[config.mk]
export PLATFORM = sky130hd
export DESIGN_NAME = pci_bridge_ctrl
export DESIGN_NICKNAME = d
export VERILOG_FILES = /design/src/pci_bridge_ctrl.v
export VERILOG_INCLUDE_DIRS = /design/src /design/src/src
export SDC_FILE = /design/constraint.sdc
export NUM_CORES = 1
export LEC_CHECK = 0
export CORE_AREA = 2 2 75 77
export DETAILED_ROUTE_END_ITERATION = 12
export DIE_AREA = 0 0 77 79
export DONT_BUFFER_PORTS = 1
export PLACE_DENSITY = 0.55
export SKIP_CTS_REPAIR_TIMING = 1
export SLEW_MARGIN = 40
export SYNTH_ARGS = -nofsm -noshare
export SYNTH_HDL_FRONTEND = slang
export SYNTH_SLANG_ARGS = --single-unit
[constraint.sdc]
create_clock -name SYS_CLK -period 2 [get_ports SYS_CLK]
set_input_delay 0.1 -clock SYS_CLK [delete_from_list [all_inputs] [get_ports SYS_CLK]]
set_output_delay 0.1 -clock SYS_CLK [all_outputs]
set_load 0.02 [all_outputs]
[src/bridge_ctrl_consts.vh]
`ifndef BRIDGE_CTRL_CONSTS_VH
`define BRIDGE_CTRL_CONSTS_VH

// register byte addresses
`define OFS_CTRL        4'h0
`define OFS_CMD         4'h4
`define OFS_STAT        4'h8

// bridge control field positions
`define BIT_VGA_EN      3
`define BIT_RSVD        4
`define BIT_MA_MODE     5
`define BIT_SEC_RST     6

// command field positions
`define BIT_IO_EN       0
`define BIT_MEM_EN      1
`define BIT_SERR_EN     8

// status field positions
`define BIT_MA_POSTED   0
`define BIT_SEC_ACTIVE  1
`define BIT_LAST_CLAIM  2
`define BIT_LAST_VETO   3

// reset values
`define RST_CTRL        8'h00
`define RST_CMD         9'h000

// legacy video decode windows
`define VGA_MEM_LO      32'h000A0000
`define VGA_MEM_HI      32'h000BFFFF
`define VGA_IO_A_LO     10'h3B0
`define VGA_IO_A_HI     10'h3BB
`define VGA_IO_B_LO     10'h3C0
`define VGA_IO_B_HI     10'h3DF
`define VGA_IO_UPPER    16'h0000

// master abort read return
`define MA_READ_DATA    32'hFFFFFFFF

`endif

[src/pci_bridge_ctrl.v]
`timescale 1ns/10ps
`include "bridge_ctrl_consts.vh"

// How it works
// - vga enable claims video transactions regardless of io window, isa, snoop
// - primary memory in legacy video range forwards downstream when enabled
// - primary io hits two video port ranges with upper address zero
// - address bits 15 to 10 ignored, ports alias every 1 KB
// - video forwarding needs both io and memory space enables set
// - video transactions seen on secondary bus are never claimed upstream
// - reserved control bit ignores writes and reads zero
// - master abort mode governs aborts on either interface
// - mode clear completes aborted delayed transaction with normal trdy
// - mode clear returns all ones on reads, no serr on posted writes
// - mode set ends aborted delayed transaction with target abort
// - mode set asserts primary serr on posted write if serr enabled
// - secondary reset bit drives secondary reset output, resets to zero
// - secondary reset holds buffers and secondary logic in reset
// - secondary reset leaves primary logic and config registers alone except the last veto status bit, which it clears
module pci_bridge_ctrl (
    input  wire        SYS_CLK,
    input  wire        RSTN,
    input  wire [3:0]  AVS_ADDRESS,
    input  wire        AVS_READ,
    input  wire        AVS_WRITE,
    input  wire [31:0] AVS_WRITEDATA,
    input  wire [3:0]  AVS_BYTEENABLE,
    output reg  [31:0] AVS_READDATA,
    output reg         AVS_WAITREQUEST,
    input  wire        P_TXN_VALID,
    input  wire [31:0] P_TXN_ADDR,
    input  wire        P_TXN_IO,
    input  wire        P_TXN_MEM,
    output reg         P_CLAIM,
    input  wire        S_TXN_VALID,
    input  wire [31:0] S_TXN_ADDR,
    input  wire        S_TXN_IO,
    input  wire        S_TXN_MEM,
    output reg         S_VETO,
    input  wire        MA_VALID,
    input  wire        MA_POSTED,
    input  wire        MA_READ,
    input  wire        MA_FROM_SEC,
    output reg         DT_TRDY,
    output reg         DT_TABORT,
    output reg         DT_ON_SEC,
    output reg  [31:0] DT_RDATA,
    output reg         P_SERR_N,
    output reg         S_RST_N,
    output reg         BUF_CLR
);

    function vga_io_hit;
        input [31:0] a;
        begin
            // only bits 9..0 and 31..16 take part
            vga_io_hit = (a[31:16] == `VGA_IO_UPPER) &&
                (((a[9:0] >= `VGA_IO_A_LO) && (a[9:0] <= `VGA_IO_A_HI)) ||
                 ((a[9:0] >= `VGA_IO_B_LO) && (a[9:0] <= `VGA_IO_B_HI)));
        end
    endfunction

    function vga_mem_hit;
        input [31:0] a;
        begin
            vga_mem_hit = (a >= `VGA_MEM_LO) && (a <= `VGA_MEM_HI);
        end
    endfunction

    function vga_hit;
        input [31:0] a;
        input        io;
        input        mem;
        begin
            vga_hit = (io && vga_io_hit(a)) || (mem && vga_mem_hit(a));
        end
    endfunction

    reg        vga_en_reg;
    reg        ma_mode_reg;
    reg        sec_rst_reg;
    reg        io_en_reg;
    reg        mem_en_reg;
    reg        serr_en_reg;
    reg        ma_posted_reg;
    reg        last_claim_reg;
    reg        last_veto_reg;

    wire [3:0] word_addr;
    wire       req;
    wire       commit;
    wire       wr_commit;
    wire       hit_ctrl;
    wire       hit_cmd;
    wire       hit_stat;
    reg [31:0] rd_mux;

    assign word_addr = {AVS_ADDRESS[3:2], 2'b00};
    assign req       = AVS_READ | AVS_WRITE;
    // access lands at the edge where the master sees waitrequest low
    assign commit    = req & ~AVS_WAITREQUEST;
    assign wr_commit = commit & AVS_WRITE;
    assign hit_ctrl  = (word_addr == `OFS_CTRL);
    assign hit_cmd   = (word_addr == `OFS_CMD);
    assign hit_stat  = (word_addr == `OFS_STAT);

    always @* begin
        rd_mux = 32'h00000000;
        if (hit_ctrl) begin
            rd_mux[`BIT_VGA_EN]  = vga_en_reg;
            rd_mux[`BIT_RSVD]    = 1'b0;
            rd_mux[`BIT_MA_MODE] = ma_mode_reg;
            rd_mux[`BIT_SEC_RST] = sec_rst_reg;
        end else if (hit_cmd) begin
            rd_mux[`BIT_IO_EN]   = io_en_reg;
            rd_mux[`BIT_MEM_EN]  = mem_en_reg;
            rd_mux[`BIT_SERR_EN] = serr_en_reg;
        end else if (hit_stat) begin
            rd_mux[`BIT_MA_POSTED]  = ma_posted_reg;
            rd_mux[`BIT_SEC_ACTIVE] = sec_rst_reg;
            rd_mux[`BIT_LAST_CLAIM] = last_claim_reg;
            rd_mux[`BIT_LAST_VETO]  = last_veto_reg;
        end
    end

    // bus handshake: one wait cycle, then a single ready cycle
    always @(posedge SYS_CLK or negedge RSTN) begin
        if (!RSTN) begin
            AVS_WAITREQUEST <= 1'b1;
            AVS_READDATA    <= 32'h00000000;
        end else if (req && AVS_WAITREQUEST) begin
            AVS_WAITREQUEST <= 1'b0;
            AVS_READDATA    <= AVS_READ ? rd_mux : 32'h00000000;
        end else begin
            AVS_WAITREQUEST <= 1'b1;
        end
    end

    // control bits writable, cleared on device reset
    always @(posedge SYS_CLK or negedge RSTN) begin
        if (!RSTN) begin
            vga_en_reg  <= 1'b0;
            ma_mode_reg <= 1'b0;
            sec_rst_reg <= 1'b0;
            io_en_reg   <= 1'b0;
            mem_en_reg  <= 1'b0;
            serr_en_reg <= 1'b0;
        end else if (wr_commit) begin
            if (hit_ctrl && AVS_BYTEENABLE[0]) begin
                vga_en_reg  <= AVS_WRITEDATA[`BIT_VGA_EN];
                ma_mode_reg <= AVS_WRITEDATA[`BIT_MA_MODE];
                sec_rst_reg <= AVS_WRITEDATA[`BIT_SEC_RST];
            end
            if (hit_cmd && AVS_BYTEENABLE[0]) begin
                io_en_reg  <= AVS_WRITEDATA[`BIT_IO_EN];
                mem_en_reg <= AVS_WRITEDATA[`BIT_MEM_EN];
            end
            if (hit_cmd && AVS_BYTEENABLE[1]) begin
                serr_en_reg <= AVS_WRITEDATA[`BIT_SERR_EN];
            end
        end
    end

    // output follows bit; buffers held clear
    always @(posedge SYS_CLK or negedge RSTN) begin
        if (!RSTN) begin
            S_RST_N <= 1'b1;
            BUF_CLR <= 1'b0;
        end else begin
            S_RST_N <= ~sec_rst_reg;
            BUF_CLR <= sec_rst_reg;
        end
    end

    wire p_vga;
    wire s_vga;
    wire ma_ok;
    wire clr_posted;
    wire set_posted;

    // no io window, isa or snoop term in this decode
    assign p_vga = P_TXN_VALID & vga_en_reg &
                   vga_hit(P_TXN_ADDR, P_TXN_IO, P_TXN_MEM);
    assign s_vga = S_TXN_VALID & vga_en_reg &
                   vga_hit(S_TXN_ADDR, S_TXN_IO, S_TXN_MEM);

    // primary side is never held by the secondary reset
    always @(posedge SYS_CLK or negedge RSTN) begin
        if (!RSTN) begin
            P_CLAIM        <= 1'b0;
            last_claim_reg <= 1'b0;
        end else begin
            P_CLAIM <= p_vga & io_en_reg & mem_en_reg;
            if (P_TXN_VALID) begin
                last_claim_reg <= p_vga & io_en_reg & mem_en_reg;
            end
        end
    end

    // secondary decode
    always @(posedge SYS_CLK or negedge RSTN) begin
        if (!RSTN) begin
            S_VETO        <= 1'b0;
            last_veto_reg <= 1'b0;
        end else if (sec_rst_reg) begin
            S_VETO        <= 1'b0;
            last_veto_reg <= 1'b0;
        end else begin
            // video hits on secondary are vetoed upstream
            S_VETO <= s_vga;
            if (S_TXN_VALID) begin
                last_veto_reg <= s_vga;
            end
        end
    end

    // aborts from the secondary side are dropped while it is in reset
    assign ma_ok = MA_VALID & ~(MA_FROM_SEC & sec_rst_reg);

    // one mode bit covers both interfaces
    always @(posedge SYS_CLK or negedge RSTN) begin
        if (!RSTN) begin
            DT_TRDY   <= 1'b0;
            DT_TABORT <= 1'b0;
            DT_ON_SEC <= 1'b0;
            DT_RDATA  <= 32'h00000000;
            P_SERR_N  <= 1'b1;
        end else begin
            DT_TRDY   <= 1'b0;
            DT_TABORT <= 1'b0;
            P_SERR_N  <= 1'b1;
            if (ma_ok && !MA_POSTED) begin
                DT_ON_SEC <= MA_FROM_SEC;
                if (ma_mode_reg) begin
                    DT_TABORT <= 1'b1;
                    DT_RDATA  <= 32'h00000000;
                end else begin
                    DT_TRDY  <= 1'b1;
                    DT_RDATA <= MA_READ ? `MA_READ_DATA : 32'h00000000;
                end
            end
            if (ma_ok && MA_POSTED && ma_mode_reg && serr_en_reg) begin
                P_SERR_N <= 1'b0;
            end
        end
    end

    // sticky posted-abort flag, write one to clear, set wins
    assign clr_posted = wr_commit & hit_stat & AVS_BYTEENABLE[0] &
                        AVS_WRITEDATA[`BIT_MA_POSTED];
    assign set_posted = ma_ok & MA_POSTED;

    always @(posedge SYS_CLK or negedge RSTN) begin
        if (!RSTN) begin
            ma_posted_reg <= 1'b0;
        end else if (set_posted) begin
            ma_posted_reg <= 1'b1;
        end else if (clr_posted) begin
            ma_posted_reg <= 1'b0;
        end
    end

endmodule

==> summary.md <==
| Metric | Value |
|---|---|
| Worst slew margin | `58.37%` |
| Max FFs per register | `7` |
| Largest reg by FF count | `AVS_READDATA` |
| Fin Hold WS | `-7.873 ps` |
| Root Buffer | `clkbuf_8` |
| Worst Hold Class | `in2reg` |
| Slowest CP cell | `dfrtp_4` |
| Netlist Area Pre-Place | `between 1500 and 2000 um^2` |
| Global route total overflow | `0` |
| GRT Overall Usage | `approximately 11%` |
| Wire per inst | `16.16 um` |
| Hold Startpoint | `S_TXN_VALID` |
| Max clock buf depth | `2` |
| Reg-to-reg setup timing slack | `530 ps` |
| H-tree levels | `1` |
| Hold Path Cell Cnt | `3` |
| Slowest stage delay, CP | `roughly 660 ps` |
| Final Max Slew Viols | `0` |
| Share of layout cells above drive strength 1 | `between 10% and 20%` |
| Worst R2R Start | `AVS_WAITREQUEST` |
| Area growth syn-to-layout | `-1.597%` |
| Cts bufs inserted | `3` |
| Post-Route Setup TNS | `0 ps` |
| DRT iter0 DRCs | `14` |
| Core area | `around 5300 um^2` |
| PortBufs | `0` |
| Status | `finished, violations left` |
| Total power | `1.587 mW` |
| Startpoint types | `register` |
| Die area | `roughly 6100 um^2` |
| Crit path cell chain | `buf_16` |
| Grt met2 use | `21.23%` |
| Final WL | `~3500 um` |
| Pwr/cell area | `around 1000 nW/um^2` |
| Global routing's busiest layer | `met2` |
| MaxCap Viol Count | `0` |
| Failing checks | `hold timing` |
| Final Cell Area | `~1600 um^2` |
| Met1 track demand over resource | `between 10% and 20%` |
| Vias post-DR | `978` |
| I/O pin count | `approximately 190` |
| Flops & latches, synth | `26` |
| Final hold violations | `1` |
| RePlAce Congestion | `between 0.8 and 0.9` |
| Yosys warnings | `0` |
| Skew-Pair Late Insertion Delay | `~260 ps` |
| CTS clk-pin slew, worst paths | `90 ps` |
| Post-route DRC | `0` |
| Reg2reg path depth | `3` |
| Worst-path fanout max | `27` |
| Required time of the critical path | `between 1500 and 2000 ps` |
| Clock sinks | `26` |
| Fmax | `roughly 0.64 GHz` |
| Most common cell after layout, fill and taps aside | `conb_1` |
| Die Width | `77 um` |
| Post-synth EDFFs | `0` |
| Post-synthesis sequential area ratio | `around two fifths` |
| DP Area | `~1400 um^2` |
| Distinct cell type count after synthesis | `36` |
| Worst Path Buf+Inv | `1` |
| Post-synthesis instance total | `roughly 160` |
| First-pass iteration count of the detailed router | `4` |
| CP arrival | `between 1000 and 1500 ps` |
| First-pass GRT wire length | `just over 5000 um` |
| Vias in the first global route | `between 1,000 and 1,500` |
| Met3 Usage GRT | `between 4 and 5%` |
| Layout Nets | `262` |
| Via-to-Cell Ratio | `roughly 4.5` |
| Antenna cells | `0` |
| CP Capture Type | `primary output` |
| Setup CP Type | `reg2out` |
| Worst Setup SP | `DT_RDATA[30]` |
| Worst Tran Pin Value | `approximately 620 ps` |
| Final Critical Period | `between 1500 and 2000 ps` |
| Synthesized area per cell | `10.41 um^2` |
| Largest net degree at the start of global routing | `28` |
| Commonest cells after routing, fill and taps aside | `conb_1, dfrtp_1, nand2_1` |
| Initial core utilization | `between 30 and 40%` |
| Finish-stage setup viols | `0` |
| Post-route ant nets | `0` |
| Fin crit share | `between 70% and 80%` |
| Chip height | `79 um` |
| Cell Rows | `27` |
| Dpl hpwl | `roughly 2800 um` |
| RSZ-0062 raised after global routing | `no` |
| TritonCTS clock tree | `done` |
| Clock Skew | `1.853 ps` |
| CP Depth | `1` |
| Post-synth top flop | `dfrtp_1` |
| Ys async rst share | `100.0%` |
| Initial antenna violation count | `0` |
| CP top delay family | `flip-flops` |
| Lkg Pwr | `between 0.7 and 0.8 nW` |
| Max VDD drop | `0.8901 mV` |
| Fillcell total | `594` |
-- cells in the mapped netlist, drive strengths merged, types with 2 or more instances --
cell type	n	area (um^2)
nor4	3	18.77
nand2	12	45.04
o21ai	2	10.00
nor2b	3	18.77
nor3	2	10.01
dfrtp	23	575.6
a22oi	3	22.52
buf	56	420.4
inv	4	15.01
nor4bb	3	30.03
nand3b	2	27.53
and4b	5	50.05
mux2	8	101.3
a22o	4	35.03
nand4	4	25.02
dfstp	3	78.83
nor4b	5	43.79
-- metrics by stage --
step	utilization [%]	std cells	hold slack [ps]	worst slack [ps]
detailed placement	27.05	200	-195.0	537.9
finish	30.33	215	-7.873	448.1
global placement	27.05	200	-195.1	525.5
floorplan	-	182	-195.6	661.2
global route	30.33	215	3.794	383.8
CTS	28.08	204	-492.0	436.6
-- final cells by class --
class | count | area, um^2 | area share [%]
clock buffers | 4 | 55.05 | 3.400
inverters | 4 | 15.01 | 0.9274
multi-input cells | 96 | 645.6 | 39.88
flip-flops and latches | 26 | 658.1 | 40.65
well taps | 72 | 90.09 | 5.564
repair buffers | 13 | 155.1 | 9.583
-- logic make-up after synthesis --
| kind of cell | share of synthesized area [%] |
|---|---|
| multiplexers | 6.159 |
| AND/OR/NAND/NOR | 19.77 |
| AO/OA/AOI/OAI | 7.605 |
| buffers and inverters | 26.46 |
| other | 0.2279 |
| flip-flops | 39.77 |
-- worst paths after layout --
kind | end
worst max-delay path | DT_RDATA[13]
worst min-delay path | last_veto_reg
worst max register to register | AVS_READDATA[3]
worst min register to register | last_veto_reg
max in group asynchronous | AVS_WAITREQUEST
min in group asynchronous | DT_RDATA[30]
-- power by group --
part	leakage (nW)	total, mW	internal [mW]	switching (mW)
Sequential	0.328	0.772	0.613	0.159
Clock	0.0288	0.333	0.176	0.158
Combinational	0.366	0.481	0.137	0.345
Total	0.723	1.59	0.925	0.661
-- metal layers --
layer  vias up  wire length, um
met5         -                0
met4         0               27
met3         2              458
met2        86             1808
met1       441             1180
li1        449                -
Power figures use the tool's default switching activity.
